==> src/design/pcr_pkg.sv <==
// ----------------------------------------------------------------
// pll configuration register bank constants
// ----------------------------------------------------------------
package pcr_pkg;

    // byte offsets of the bank
    localparam logic [7:0] PCR_OFF_FB3_LOW   = 8'h04;
    localparam logic [7:0] PCR_OFF_FILT3     = 8'h05;
    localparam logic [7:0] PCR_OFF_PUMP3     = 8'h06;
    localparam logic [7:0] PCR_OFF_CTRL1     = 8'h07;
    localparam logic [7:0] PCR_OFF_REF1      = 8'h08;
    localparam logic [7:0] PCR_OFF_FB1_LOW   = 8'h09;
    localparam logic [7:0] PCR_OFF_FILT1     = 8'h0a;
    localparam logic [7:0] PCR_OFF_PUMP1     = 8'h0b;
    localparam logic [7:0] PCR_OFF_SS_REF1   = 8'h0c;
    localparam logic [7:0] PCR_OFF_SS_FB1_HI = 8'h0d;
    localparam logic [7:0] PCR_OFF_SS_FB1_LO = 8'h0e;
    localparam int         PCR_FIRST         = 4;
    localparam int         PCR_LAST          = 14;

    // power-up values, lowest offset first
    localparam logic [7:0] PCR_DEFAULTS [PCR_FIRST:PCR_LAST] = '{
        8'he0, 8'h11, 8'h6c, 8'h23, 8'h19, 8'h58,
        8'hb2, 8'h06, 8'h00, 8'h00, 8'h00};

    // field positions shared by both loop filter bytes
    localparam int PCR_B_RES_A    = 7;
    localparam int PCR_B_RES_B    = 6;
    localparam int PCR_B_RES_C    = 5;
    localparam int PCR_B_RES_D    = 4;
    localparam int PCR_B_RES_ONLY = 3;
    localparam int PCR_B_FB_HI_MSB = 2;

    // third pll pump byte
    localparam int PCR_B_OUT3_SRC = 7;
    localparam int PCR_B_P3_W8    = 6;
    localparam int PCR_B_P3_W1    = 3;
    localparam int PCR_B_P3_D24   = 2;
    localparam int PCR_B_P3_D3    = 1;
    localparam int PCR_B_P3_REF_CURRENT_BIT = 0;

    // first pll control byte
    localparam int PCR_B_DOUBLER  = 7;
    localparam int PCR_B_P1_REF_CURRENT_BIT = 6;
    localparam int PCR_B_CH2_EN   = 5;
    localparam int PCR_B_POLE_EN  = 4;
    localparam int PCR_B_DIV5_MSB = 3;

    // first pll reference byte
    localparam int PCR_B_BYP_ONE  = 7;
    localparam int PCR_B_BYP_TWO  = 6;
    localparam int PCR_B_MDIV_MSB = 5;

    // first pll pump byte
    localparam int PCR_B_P1_W32   = 7;
    localparam int PCR_B_P1_W1    = 2;
    localparam int PCR_B_P1_D24   = 1;
    localparam int PCR_B_P1_D3    = 0;

    // spread reference byte
    localparam int PCR_B_SS_TOP   = 7;

    // pump divisor weights
    localparam logic [7:0] PCR_PUMP_DIV24 = 8'h18;
    localparam logic [7:0] PCR_PUMP_DIV3  = 8'h03;

endpackage

==> src/design/pcr_bank.sv <==
`timescale 1ns/1ns
// Functional notes
// - 06h bit7 picks divider three clock source
// - 05h bits7-4 insert third loop resistors
// - 05h bit3 applies only third 6k resistor
// - 05h bits2-0 are third feedback bits 10-8
// - 06h bits6-1 weight third charge pump
// - 06h bit0 selects third reference current
// - 07h bit7 enables first doubler, default off
// - 07h bit6 selects first reference current
// - 07h bit5 enables channel two, default on
// - 07h bit4 enables third pole, default off
// - 07h bits3-0 divider five, default 0011
// - 08h bit7 selects first divide-by-one bypass
// - 08h bit6 selects first divide-by-two bypass
// - 08h bits5-0 first reference divider, default 25
// - first feedback divider from 09h/0Ah, default 600
// - 0Ah bits7-4 insert first loop resistors
// - 0Ah bit3 applies only first 1k resistor
// - 0Bh weights first pump, default x1 /24
// - 0Ch spread reference divider with top bit 7
// - 0Dh spread feedback divider high byte
// - 04h holds third feedback low byte
// - 0Eh holds spread feedback low byte
// - start address then auto-stepping byte transfers
module pcr_bank
    import pcr_pkg::*;
(
    // clock and reset
    input  wire logic        i_clk,
    input  wire logic        i_sys_rst,
    // byte port from the serial engine
    input  wire logic        i_addr_load,
    input  wire logic [7:0]  i_addr,
    input  wire logic        i_wr_en,
    input  wire logic [7:0]  i_wr_data,
    input  wire logic        i_rd_en,
    output logic             o_rd_valid,
    output logic      [7:0]  o_rd_data,
    output logic      [7:0]  o_reg_pointer,
    // third pll controls
    output logic      [3:0]  o_third_loop_res,
    output logic             o_third_loop_res_only,
    output logic      [10:0] o_third_feedback_divider,
    output logic             o_out_divider_three_src,
    output logic      [3:0]  o_third_pump_weights,
    output logic             o_third_pump_div24,
    output logic             o_third_pump_div3,
    output logic             o_third_ref_current_sel,
    output logic      [7:0]  o_third_pump_num,
    output logic      [7:0]  o_third_pump_den,
    // first pll controls
    output logic             o_first_ref_doubler,
    output logic             o_first_ref_current_sel,
    output logic             o_first_channel_two_en,
    output logic             o_first_third_pole_en,
    output logic      [3:0]  o_out_divider_five,
    output logic             o_first_ref_bypass_one,
    output logic             o_first_ref_bypass_two,
    output logic      [5:0]  o_first_ref_divider,
    output logic      [10:0] o_first_feedback_divider,
    output logic      [3:0]  o_first_loop_res,
    output logic             o_first_loop_res_only,
    output logic      [5:0]  o_first_pump_weights,
    output logic             o_first_pump_div24,
    output logic             o_first_pump_div3,
    output logic      [7:0]  o_first_pump_num,
    output logic      [7:0]  o_first_pump_den,
    output logic      [6:0]  o_first_spread_ref_div,
    output logic             o_first_spread_ref_top_bit,
    output logic      [15:0] o_first_spread_fb_div
);

    // ----------------------------------------------------------------
    // helpers
    // ----------------------------------------------------------------
    function automatic logic in_bank(input logic [7:0] a);
        in_bank = (a >= 8'(PCR_FIRST)) && (a <= 8'(PCR_LAST));
    endfunction

    // pump multiplier in units of the reference current
    function automatic logic [7:0] pump_num(input logic [5:0] w, input logic ref_current_bit);
        logic [7:0] sum;
        sum = 8'(w);
        pump_num = ref_current_bit ? 8'(sum << 1) : sum;
    endfunction

    // pump divisor; zero means both divisor bits are clear
    function automatic logic [7:0] pump_den(input logic d24, input logic d3);
        pump_den = (d24 ? PCR_PUMP_DIV24 : 8'h00) + (d3 ? PCR_PUMP_DIV3 : 8'h00);
    endfunction

    // ----------------------------------------------------------------
    // register storage and address pointer
    // ----------------------------------------------------------------
    logic [7:0] bank_q [PCR_FIRST:PCR_LAST];
    logic [7:0] bank_d [PCR_FIRST:PCR_LAST];
    logic [7:0] ptr_q;
    logic [7:0] ptr_d;
    logic       rd_valid_q;
    logic       rd_valid_d;
    logic [7:0] rd_data_q;
    logic [7:0] rd_data_d;
    logic       wr_go;
    logic       rd_go;
    logic [7:0] rd_mux;

    // a pointer load wins over a byte in the same cycle
    assign wr_go  = i_wr_en && !i_addr_load;
    assign rd_go  = i_rd_en && !i_addr_load && !i_wr_en;
    // bytes outside the bank read as zero and drop writes
    assign rd_mux = in_bank(ptr_q) ? bank_q[ptr_q] : 8'h00;

    // next state of pointer, read answer and bank
    always_comb begin
        ptr_d      = ptr_q;
        rd_valid_d = 1'b0;
        rd_data_d  = rd_data_q;
        for (int i = PCR_FIRST; i <= PCR_LAST; i++) begin
            bank_d[i] = bank_q[i];
        end
        if (i_addr_load) begin
            ptr_d = i_addr;
        end else if (wr_go) begin
            for (int i = PCR_FIRST; i <= PCR_LAST; i++) begin
                if (ptr_q == 8'(i)) begin
                    bank_d[i] = i_wr_data;
                end
            end
            ptr_d = ptr_q + 8'h01;
        end else if (rd_go) begin
            rd_valid_d = 1'b1;
            rd_data_d  = rd_mux;
            ptr_d      = ptr_q + 8'h01;
        end
    end

    // registers; pointer wraps from ff back to 00 like a plain counter
    always_ff @(posedge i_clk) begin
        if (i_sys_rst) begin
            ptr_q      <= 8'h00;
            rd_valid_q <= 1'b0;
            rd_data_q  <= 8'h00;
            for (int i = PCR_FIRST; i <= PCR_LAST; i++) begin
                bank_q[i] <= PCR_DEFAULTS[i];
            end
        end else begin
            ptr_q      <= ptr_d;
            rd_valid_q <= rd_valid_d;
            rd_data_q  <= rd_data_d;
            for (int i = PCR_FIRST; i <= PCR_LAST; i++) begin
                bank_q[i] <= bank_d[i];
            end
        end
    end

    assign o_rd_valid    = rd_valid_q;
    assign o_rd_data     = rd_data_q;
    assign o_reg_pointer = ptr_q;

    // ----------------------------------------------------------------
    // pump weight products
    // ----------------------------------------------------------------
    logic [7:0] p3_num_q;
    logic [7:0] p3_num_d;
    logic [7:0] p3_den_q;
    logic [7:0] p3_den_d;
    logic [7:0] p1_num_q;
    logic [7:0] p1_num_d;
    logic [7:0] p1_den_q;
    logic [7:0] p1_den_d;

    // products trail the register byte by one clock to keep outputs on flops
    always_comb begin
        p3_num_d = pump_num({2'b00, bank_q[PCR_OFF_PUMP3][PCR_B_P3_W8:PCR_B_P3_W1]},
                            bank_q[PCR_OFF_PUMP3][PCR_B_P3_REF_CURRENT_BIT]);
        p3_den_d = pump_den(bank_q[PCR_OFF_PUMP3][PCR_B_P3_D24],
                            bank_q[PCR_OFF_PUMP3][PCR_B_P3_D3]);
        p1_num_d = pump_num(bank_q[PCR_OFF_PUMP1][PCR_B_P1_W32:PCR_B_P1_W1],
                            bank_q[PCR_OFF_CTRL1][PCR_B_P1_REF_CURRENT_BIT]);
        p1_den_d = pump_den(bank_q[PCR_OFF_PUMP1][PCR_B_P1_D24],
                            bank_q[PCR_OFF_PUMP1][PCR_B_P1_D3]);
    end

    always_ff @(posedge i_clk) begin
        if (i_sys_rst) begin
            p3_num_q <= 8'h00;
            p3_den_q <= 8'h00;
            p1_num_q <= 8'h00;
            p1_den_q <= 8'h00;
        end else begin
            p3_num_q <= p3_num_d;
            p3_den_q <= p3_den_d;
            p1_num_q <= p1_num_d;
            p1_den_q <= p1_den_d;
        end
    end

    assign o_third_pump_num = p3_num_q;
    assign o_third_pump_den = p3_den_q;
    assign o_first_pump_num = p1_num_q;
    assign o_first_pump_den = p1_den_q;

    // ----------------------------------------------------------------
    // third pll fields
    // ----------------------------------------------------------------
    // series resistor segments
    assign o_third_loop_res = bank_q[PCR_OFF_FILT3][PCR_B_RES_A:PCR_B_RES_D];
    assign o_third_loop_res_only = bank_q[PCR_OFF_FILT3][PCR_B_RES_ONLY];
    assign o_third_feedback_divider = {bank_q[PCR_OFF_FILT3][PCR_B_FB_HI_MSB:0],
                                       bank_q[PCR_OFF_FB3_LOW]};
    assign o_out_divider_three_src = bank_q[PCR_OFF_PUMP3][PCR_B_OUT3_SRC];
    assign o_third_pump_weights = bank_q[PCR_OFF_PUMP3][PCR_B_P3_W8:PCR_B_P3_W1];
    assign o_third_pump_div24   = bank_q[PCR_OFF_PUMP3][PCR_B_P3_D24];
    assign o_third_pump_div3    = bank_q[PCR_OFF_PUMP3][PCR_B_P3_D3];
    assign o_third_ref_current_sel = bank_q[PCR_OFF_PUMP3][PCR_B_P3_REF_CURRENT_BIT];

    // ----------------------------------------------------------------
    // first pll fields
    // ----------------------------------------------------------------
    // doubler enable
    assign o_first_ref_doubler     = bank_q[PCR_OFF_CTRL1][PCR_B_DOUBLER];
    assign o_first_ref_current_sel = bank_q[PCR_OFF_CTRL1][PCR_B_P1_REF_CURRENT_BIT];
    assign o_first_channel_two_en  = bank_q[PCR_OFF_CTRL1][PCR_B_CH2_EN];
    assign o_first_third_pole_en   = bank_q[PCR_OFF_CTRL1][PCR_B_POLE_EN];
    assign o_out_divider_five      = bank_q[PCR_OFF_CTRL1][PCR_B_DIV5_MSB:0];
    assign o_first_ref_bypass_one  = bank_q[PCR_OFF_REF1][PCR_B_BYP_ONE];
    assign o_first_ref_bypass_two  = bank_q[PCR_OFF_REF1][PCR_B_BYP_TWO];
    // reference divider; range is not policed, software owns it
    assign o_first_ref_divider     = bank_q[PCR_OFF_REF1][PCR_B_MDIV_MSB:0];
    assign o_first_feedback_divider = {bank_q[PCR_OFF_FILT1][PCR_B_FB_HI_MSB:0],
                                       bank_q[PCR_OFF_FB1_LOW]};
    assign o_first_loop_res      = bank_q[PCR_OFF_FILT1][PCR_B_RES_A:PCR_B_RES_D];
    assign o_first_loop_res_only = bank_q[PCR_OFF_FILT1][PCR_B_RES_ONLY];
    assign o_first_pump_weights  = bank_q[PCR_OFF_PUMP1][PCR_B_P1_W32:PCR_B_P1_W1];
    assign o_first_pump_div24    = bank_q[PCR_OFF_PUMP1][PCR_B_P1_D24];
    assign o_first_pump_div3     = bank_q[PCR_OFF_PUMP1][PCR_B_P1_D3];
    assign o_first_spread_ref_div     = bank_q[PCR_OFF_SS_REF1][PCR_B_SS_TOP-1:0];
    assign o_first_spread_ref_top_bit = bank_q[PCR_OFF_SS_REF1][PCR_B_SS_TOP];
    assign o_first_spread_fb_div = {bank_q[PCR_OFF_SS_FB1_HI], bank_q[PCR_OFF_SS_FB1_LO]};
endmodule

==> config.mk <==
export PLATFORM = sky130hd
export DESIGN_NAME = pcr_bank
export DESIGN_NICKNAME = d
export VERILOG_FILES = /design/src/design/pcr_pkg.sv /design/src/design/pcr_bank.sv
export SDC_FILE = /design/constraint.sdc
export NUM_CORES = 1
export LEC_CHECK = 0
export CAP_MARGIN = 20
export CORE_UTILIZATION = 46
export CTS_CLUSTER_DIAMETER = 80
export DETAILED_ROUTE_END_ITERATION = 8
export DONT_BUFFER_PORTS = 1
export MAX_ROUTING_LAYER = met4
export PLACE_DENSITY = 0.65
export SYNTH_ARGS = -nofsm -noshare
export SYNTH_HDL_FRONTEND = slang
export SYNTH_SLANG_ARGS = --single-unit
==> constraint.sdc <==
create_clock -name i_clk -period 4.7 [get_ports i_clk]
set_input_delay 0.94 -clock i_clk [delete_from_list [all_inputs] [get_ports i_clk]]
set_output_delay 0.94 -clock i_clk [all_outputs]
set_load 0.02 [all_outputs]
==> qor.txt, run 1 <==
Share of total power in combinational logic: 4.8%
Max-cap violations: 0
Top cell type's share of synthesized area: 45.4%
Max Slew Vio Count: 0
Cell-internal power: 0.00183 W
Post-route ant nets: 0
Required time worst endpoint: 5.00 ns
CTS tree: built
Commonest non-fill, non-tap cell in the layout: dfxtp_1
Slew Limit Headroom: 24.8%
NumNets Final: 550
Reg clk slew, reported paths: 0.06 ns
Synth-to-layout area growth: 8.42%
Fill count: 1019
Clk_lat worst skew: 0.41 ns
Slew of the pin with the lowest slew margin: 1.12 ns
Final hold vios: 0
Largest net degree at the start of global routing: 115
GRT Util Overall: 24.9%
Leakage: 2.11 nW
Initial antenna violation count: 0
Total power: 0.00241 W
Pre-antenna DRT Iters: 9
Total CTS buffers: 17
Critical Path AT: 2.91 ns
Die H: 111 µm
Area of the mapped netlist: 0.00551 mm²
FF+latch count, synth: 125
Die area: 0.0124 mm²
Share of cells above drive strength 1: 10.2%
R2r endpoint: bank_q[4][6]$_SDFFE_PP1P_
Status: finished, violations left
RSZ-0062 raised after global routing: no
Most frequent cells in the layout: dfxtp_1 (124), mux2i_1 (100), nor2_1 (89), nor2b_1 (28), a211o_1 (24)
Clock Skew: 0.00700 ns
Post-Syn Instances: 553
Crit path to: bank_q[4][6]$_SDFFE_PP1P_
Iter 0 DRT Violations: 262
Post-route setup TNS: 0 ns
Post-DP HPWL: 9840 µm
GPL Wtd Cong: 0.832
Vias in the first global route: 3803
Min cycle time layout: 2.61 ns
P_sw: 0.000579 W
Post-synthesis cell type count: 39
Hold_buf cts: 0
FF-to-FF Start: o_reg_pointer[4]$_SDFFE_PP0N_
Total gr overflow: 0
H-tree depth: 4
Hold crit path type: register to register
Root Buffer: clkbuf_16
VDD IR max: 229 µV
IO Count: 158
Fin crit share: 55.6%
Post-synth EDFFs: 0
Synth Area per Inst: 9.96 µm²
CP startpoint: o_reg_pointer[4]$_SDFFE_PP0N_
CTS Buffer Depth: 2
Switching part of the total power: 24.0%
Primary FF master, synth: dfxtp_1
Sink Count: 125
WL final: 14600 µm
Design area: 0.00597 mm²
PwrDens: 404 mW/mm²
Sequential Power Share: 46.7%
Die Wd: 111 µm
DR WL/cell: 21.4 µm
Port buffer count: 0
Synth Warn #: 0
Post-synthesis sequential area ratio: 45.4%
Row cnt: 39
Crit Path Max Fanout: 12
# diodes: 0
Vias per inst: 5.76
Initial Utilization: 47.6%
Number of gates resized after cts: 0
Clock power frac: 48.5%
Largest cells by area after synthesis: dfxtp_1 (45%), mux2i_1 (18%), nor2_1 (6.1%)
Total number of vias: 3922
Reg2Reg Setup Slack: 2.09 ns
Critical Path Source Type: register
Post-CTS setup buffers: 0
Achievable frequency: 383 MHz
Violated checks: DRC
First-pass GRT wire length: 22600 µm
Dominant cell type by area after synthesis: dfxtp_1
Path depth of the worst reg2reg path: 4
DRC: 11
Crit end category: register
Placed inst area: 0.00544 mm²
Core Box Area: 0.0116 mm²
Crit Path Class: register to register
Ys async rst share: 0%
Setup violators final: 0
WHS: 0.569 ns
synthesized netlist by cell type, drive strengths merged, types with 2 or more instances:
| cell type | instances |
|---|---|
| a211o | 24 |
| a211oi | 4 |
| a21oi | 13 |
| buf | 27 |
| clkbuf | 34 |
| dfxtp | 125 |
| ha | 4 |
| inv | 5 |
| mux2i | 100 |
| mux4 | 8 |
| nand2 | 20 |
| nand2b | 5 |
| nand3 | 3 |
| nand3b | 4 |
| nor2 | 89 |
| nor2b | 28 |
| nor3 | 13 |
| nor3b | 3 |
| o21a | 3 |
| o21ai | 10 |
| o221ai | 7 |
| o31ai | 9 |
| or3 | 2 |
| xnor2 | 2 |
| xor2 | 2 |
worst min-delay path by stage:
stage | startpoint | endpoint | slack, ns | cells after the start
final | o_rd_data[0]$_SDFFE_PP0P_ | o_rd_data[0]$_SDFFE_PP0P_ | 0.57 | 2
after global routing | i_sys_rst | bank_q[6][1]$_SDFFE_PP0P_ | 0.58 | 1
after CTS | o_rd_data[0]$_SDFFE_PP0P_ | o_rd_data[0]$_SDFFE_PP0P_ | 0.58 | 2
after detailed placement | o_rd_data[0]$_SDFFE_PP0P_ | o_rd_data[0]$_SDFFE_PP0P_ | 0.57 | 2
after global placement | o_rd_data[2]$_SDFFE_PP0P_ | o_rd_data[2]$_SDFFE_PP0P_ | 0.56 | 2
after floorplan | o_rd_data[0]$_SDFFE_PP0P_ | o_rd_data[0]$_SDFFE_PP0P_ | 0.53 | 2
state kept, by name, summed over array words and instances, names as in the netlist, named ones only:
signal	count
o_first_pump_den	2
bank_q	88
o_rd_data	8
o_third_pump_den	2
o_third_pump_num	5
o_reg_pointer	8
o_first_pump_num	7
o_rd_valid	1
kinds of logic (layout without fill, tap and decap cells):
kind of cell / after synthesis / after routing / synth area share [%]
and+or+nand+nor: 172 / 172 / 15.8
DFF: 125 / 125 / 45.4
muxes: 108 / 108 / 21.4
AOI/OAI and AO/OA: 73 / 73 / 9.65
buffers and inverters: 66 / 40 / 6.11
adders and majority gates: 4 / 4 / 0.908
xor gates and xnor gates: 4 / 4 / 0.636
other: 1 / 12 / 0.0681
worst max-delay path: stages (launching register included):
cell,delay [ns]
dfxtp_1,0.43
or4_4,0.70
nor3_2,0.95
nor2b_1,0.11
a211o_1,0.30
layout make-up:
type / instances / area, µm² / share of cell area [%]
Inverter: 5 / 18.8 / 0.314
Sequential cell: 125 / 2500 / 41.9
Tap cell: 143 / 179 / 2.99
Clock buffer: 20 / 467 / 7.81
Timing Repair Buffer: 3 / 22.5 / 0.377
Clock inverter: 12 / 71.3 / 1.19
Multi-Input combinational cell: 373 / 2710 / 45.4
per-layer routing:
| layer | global-route usage (%) | vias up | wire [µm] |
|---|---|---|---|
| li1 | - | 1835 | - |
| met1 | 30.9 | 1911 | 6460 |
| met2 | 36.5 | 155 | 6560 |
| met3 | 10.3 | 21 | 1300 |
| met4 | 8.38 | 0 | 255 |
| met5 | - | - | 0 |
power groups by stage:
stage               combinational (W)  clock, W  sequential [W]
CTS                          0.000117   0.00119         0.00113
detailed placement           0.000116         0         0.00115
global placement             0.000115         0         0.00115
floorplan                    0.000147         0         0.00112
finish                       0.000116   0.00117         0.00113
global route                 0.000127   0.00124         0.00113
per-stage QoR:
stage               cells  util (%)  worst slack (ns)
floorplan             564         -              2.25
global placement      649      47.0              2.15
detailed placement    649      47.0              2.10
CTS                   681      51.7              2.16
global route          681      51.7              2.05
finish                681      51.7              2.09
Note: power is estimated with default switching activity, not from simulation.
==> run 2, diff against run 1 <==
- PLACE_DENSITY: 0.65 -> 0.67
- clock period: 4.7 -> 2.4 ns (I/O delays scaled with it)
==> run 2 against run 1 <==
Net effect: the flow still finishes with violations (DRC); global-route usage up 0.11 points; sequential power up 94%; non-clock buffer count grew 17; fmax rose by 27%; register-to-register slack got worse by 1.7 ns.
==> qor.txt, run 2 (same netlist as run 1, synthesis figures left out) <==
Status: finished, violations left
Violated checks: DRC
Pre-antenna DRT Iters: 7
Max reg flops: 88
Slew of the pin with the lowest slew margin: 0.815 ns
Core Box Area: 0.0116 mm²
GPL Wtd Cong: 0.777
Largest Register: bank_q
Iter 0 DRT Violations: 267
Final worst setup slack: 0.349 ns
Share of cells above drive strength 1: 12.8%
Setup violators final: 0
Synth-to-layout area growth: 12.5%
PwrDens: 837 mW/mm²
Sink Count: 125
Largest net degree at the start of global routing: 115
Worst Hold Depth: 1
Vias per inst: 5.80
WL final: 14700 µm
Placed inst area: 0.00556 mm²
Die H: 111 µm
Post-route setup TNS: 0 ns
DR WL/cell: 21.1 µm
Post-Place Setup Slack: 0.358 ns
IO Count: 158
Reg clk slew, reported paths: 0.06 ns
Total gr overflow: 0
Hold crit path type: primary input to register
Number of gates resized after cts: 0
Crit Path Max Fanout: 12
Critical Path AT: 2.36 ns
Hold_buf cts: 0
Post-DP HPWL: 10100 µm
Root Buffer: clkbuf_16
Clock Skew: 0.00863 ns
First-pass GRT wire length: 22700 µm
Final hold vios: 0
VDD IR max: 398 µV
Total number of vias: 4049
Max Slew Vio Count: 0
Crit end category: register
Max-cap violations: 0
NumNets Final: 567
Most frequent cells in the layout: dfxtp_1 (124), mux2i_1 (100), nor2_1 (89), nor2b_1 (28), a211o_1 (24)
DRC: 20
Crit Path Class: register to register
Leakage: 2.24 nW
Port buffer count: 0
Post-CTS setup buffers: 0
Commonest non-fill, non-tap cell in the layout: dfxtp_1
CTS tree: built
CTS Buffer Depth: 2
Min cycle time layout: 2.05 ns
Design area: 0.00620 mm²
Row cnt: 39
Initial Utilization: 47.6%
Die area: 0.0124 mm²
Fin crit share: 85.5%
Die Wd: 111 µm
Path depth of the worst reg2reg path: 4
Critical Path Source Type: register
H-tree depth: 4
Post-route ant nets: 0
# diodes: 0
Clk_lat worst skew: 0.42 ns
RSZ-0062 raised after global routing: no
Initial antenna violation count: 0
GRT Util Overall: 25.0%
Vias in the first global route: 3880
Slew Limit Headroom: 45.6%
Required time worst endpoint: 2.71 ns
Total CTS buffers: 17
Achievable frequency: 487 MHz
[run 2: final timing paths]
check	from	end	slack, ns
max	o_reg_pointer[6]$_SDFFE_PP0N_	bank_q[14][3]$_SDFFE_PP0P_	0.35
min	i_sys_rst	bank_q[6][1]$_SDFFE_PP0P_	0.15
max reg2reg	o_reg_pointer[6]$_SDFFE_PP0N_	bank_q[14][3]$_SDFFE_PP0P_	0.35
min reg2reg	o_rd_data[2]$_SDFFE_PP0P_	o_rd_data[2]$_SDFFE_PP0P_	0.57
[run 2: through the flow]
| step | util, % | cells | hold slack, ns | power (W) |
|---|---|---|---|---|
| floorplan | - | 564 | 0.534 | 0.00249 |
| global placement | 48.1 | 666 | 0.564 | 0.00249 |
| detailed placement | 48.1 | 666 | 0.567 | 0.00250 |
| CTS | 53.6 | 698 | 0.114 | 0.00525 |
| global route | 53.6 | 698 | 0.119 | 0.00535 |
| finish | 53.6 | 698 | 0.147 | 0.00519 |
[run 2: power by group]
part / switching [W] / internal, W / total, W
logic: 0.000148 / 0.000116 / 0.000264
registers: 0.0000837 / 0.00211 / 0.00219
clock network: 0.000924 / 0.00181 / 0.00274
total: 0.00116 / 0.00403 / 0.00519
[run 2: area by class of cell]
cell class | count | area [µm²]
inverter | 5 | 18.8
clock inverter | 11 | 164
clock buffer | 21 | 470
multi-input combinational | 373 | 2710
fill | 996 | 5370
timing repair buffer | 20 | 150
tap | 143 | 179
sequential | 125 | 2500
[run 2: worst max-delay path, cell delays in order, from the launching register on]
cell     delay (ns)
dfxtp_1        0.40
or4_4          0.59
or3_1          0.65
mux2i_1        0.25
nor2_1         0.06
[run 2: routing by layer]
layer	global-route usage (%)	wire length (µm)	vias up
li1	-	-	1874
met1	29.7	6300	2010
met2	38.3	6950	147
met3	10.0	1250	18
met4	8.74	228	0
met5	-	0	-
==> run 3, diff against run 2 <==
- ABC_AREA: default -> 1
- CORE_UTILIZATION: 46 -> 36
- PLACE_DENSITY: 0.67 -> 0.56
==> run 3 against run 2 <==
Net effect: the run now ends clean; hold slack worse by 0.022 ns; critical path depth is 2 higher; synthesized area is 4.0% higher; critical path type unchanged; die area is 32% higher; sequential share of layout area is 1.4 points lower; highest routed layer unchanged; register-to-register slack better by 0.09 ns; critical endpoint is now bank_q[10][6]$_SDFFE_PP0P_.
==> qor.txt, run 3 <==
Fin crit share: 81.7%
Reg clk slew, reported paths: 0.06 ns
Max reg flops: 88
Crit Path Max Fanout: 16
PwrDens: 826 mW/mm²
Vias in the first global route: 4715
Ys async rst share: 0%
Worst Hold Depth: 1
Port buffer count: 0
Synth Warn #: 0
Root Buffer: clkbuf_16
Primary FF master, synth: dfxtp_1
# diodes: 0
Clock Skew: 0.00875 ns
GPL Wtd Cong: 0.837
CTS tree: built
CTS Buffer Depth: 2
Vias per inst: 5.14
Post-synth EDFFs: 0
Final hold vios: 0
Crit Path Class: register to register
Post-Syn Instances: 799
Total number of vias: 5157
Slew Limit Headroom: 57.2%
Max Slew Vio Count: 0
Area taken by flip-flops and latches: 0.00250 mm²
RSZ-0062 raised after global routing: no
Largest Register: bank_q
Pre-antenna DRT Iters: 5
FF-to-FF Start: o_reg_pointer[4]$_SDFFE_PP0N_
Post-synthesis cell type count: 32
IO Count: 158
Post-route ant nets: 0
Max-cap violations: 0
Met2 GRT Util: 37.1%
Leakage: 2.78 nW
Slew of the pin with the lowest slew margin: 0.637 ns
Final std cells w/o fill: 1004
Synth top cells by count: nand2_1 (197), dfxtp_1 (125), nor2_1 (88), a21oi_1 (83), inv_1 (65)
Fill count: 1610
Largest net degree at the start of global routing: 48
Clk_lat worst skew: 0.43 ns
Sink Count: 125
Post-route setup TNS: 0 ns
Commonest non-fill, non-tap cell in the layout: nand2_1
Area of the mapped netlist: 0.00573 mm²
Placed Cells: 972
Critical Path AT: 2.26 ns
Synth Area per Inst: 7.17 µm²
Required time worst endpoint: 2.70 ns
First-pass GRT wire length: 28600 µm
Number of gates resized after cts: 0
Die H: 128 µm
Met3 Track Usage GR: 8.39%
Setup violators final: 0
NumNets Final: 805
DR WL/cell: 18.8 µm
Critical Path Source Type: register
Hold_buf cts: 0
Hold crit path type: primary input to register
Most common cell in the synthesized netlist: nand2_1
Core Box Area: 0.0154 mm²
Largest cells by area after synthesis: dfxtp_1 (44%), nand2_1 (13%), a21oi_1 (7.2%)
Reg2Reg Setup Slack: 0.44 ns
Final worst setup slack: 0.440 ns
Post-CTS setup buffers: 0
Row cnt: 45
H-tree depth: 4
Worst hold endpoint: bank_q[10][0]$_SDFFE_PP0P_
FF+latch count, synth: 125
WL final: 18900 µm
Min cycle time layout: 1.96 ns
Final core utilization: 41.7%
GRT Util Overall: 24.2%
Met1 usage: 29.5%
Gr busiest metal: met2
Initial Utilization: 37.3%
Area of the multi-input gates: 0.00268 mm²
Iter 0 DRT Violations: 438
Post-DP HPWL: 13500 µm
Die area: 0.0164 mm²
Total CTS buffers: 17
Worst Hold Launch: i_sys_rst
Crit end category: register
Share of cells above drive strength 1: 8.95%
VDD IR max: 534 µV
Most frequent cells in the layout: nand2_1 (197), dfxtp_1 (125), nor2_1 (88), a21oi_1 (83), inv_1 (64)
Dominant cell type by area after synthesis: dfxtp_1
Die Wd: 128 µm
Total gr overflow: 0
R2r endpoint: bank_q[10][6]$_SDFFE_PP0P_
Post-synthesis sequential area ratio: 43.7%
Status: finished, final reports clean
Post-Place Setup Slack: 0.474 ns
Path depth of the worst reg2reg path: 6
Initial antenna violation count: 0
DRC: 0
Synth-to-layout area growth: 11.9%
Achievable frequency: 510 MHz
Top cell type's share of synthesized area: 43.7%
[run 3: cell count changes after synthesis, sizes merged, moves of 12 or more]
cell,delta
o211ai,+24
nor2b,-28
o21ai,+56
a21oi,+70
mux2i,-100
inv,+61
a211o,-24
clkbuf,-13
nand3,+47
buf,+12
nand2,+186
nor3,-12
[run 3: area by class of cell]
type,instances,share of cell area [%]
Multi-Input combinational cell,557,41.7
Sequential cell,125,39.0
Clock buffer,22,7.55
Tap cell,211,4.12
Inverter,68,3.98
Clock inverter,10,2.13
Timing Repair Buffer,11,1.48
[run 3: how the worst max path moves through the flow]
stage	startpoint	to	depth (start not counted)
floorplan	o_reg_pointer[0]$_SDFFE_PP0N_	bank_q[11][2]$_SDFFE_PP1P_	7
global placement	o_reg_pointer[4]$_SDFFE_PP0N_	bank_q[10][6]$_SDFFE_PP0P_	6
detailed placement	o_reg_pointer[4]$_SDFFE_PP0N_	bank_q[10][6]$_SDFFE_PP0P_	6
CTS	o_reg_pointer[4]$_SDFFE_PP0N_	bank_q[10][6]$_SDFFE_PP0P_	6
global route	o_reg_pointer[0]$_SDFFE_PP0N_	bank_q[4][0]$_SDFFE_PP0P_	8
finish	o_reg_pointer[4]$_SDFFE_PP0N_	bank_q[10][6]$_SDFFE_PP0P_	6
[run 3: logic make-up after synthesis]
kind of cell | synth area share (%)
adders and majority gates | 0.873
AOI/OAI and AO/OA | 18.5
and+or+nand+nor | 26.5
other | 0.0654
DFF | 43.7
buffers and inverters | 10.4
[run 3: through the flow]
| stage | instance area, µm² | hold slack, ns | total power, W |
|---|---|---|---|
| global placement | 5790 | 0.550 | 0.00263 |
| detailed placement | 5790 | 0.554 | 0.00263 |
| finish | 6410 | 0.125 | 0.00529 |
| global route | 6410 | 0.108 | 0.00547 |
| CTS | 6410 | 0.110 | 0.00531 |
| floorplan | 5770 | 0.523 | 0.00255 |
[run 3: worst max-delay path, stage by stage (launching register included)]
cell and delay, ns:
dfxtp_1 0.43, nor2_2 0.20, nand2_4 0.14, nor2_4 0.35, nand2_1 0.39, o21ai_0 0.26
a21oi_1 0.06
[run 3: metal layers]
layer / routed length (µm) / up-vias
li1: - / 2541
met1: 8260 / 2399
met2: 8620 / 196
met4: 282 / 0
met3: 1730 / 21
met5: 0 / -
[run 3: where the power goes]
group | leakage, nW | total (W) | internal, W | switching [W]
Clock | 0.298 | 0.00270 | 0.00174 | 0.000965
Sequential | 1.01 | 0.00217 | 0.00211 | 0.0000657
Combinational | 1.47 | 0.000418 | 0.000114 | 0.000304
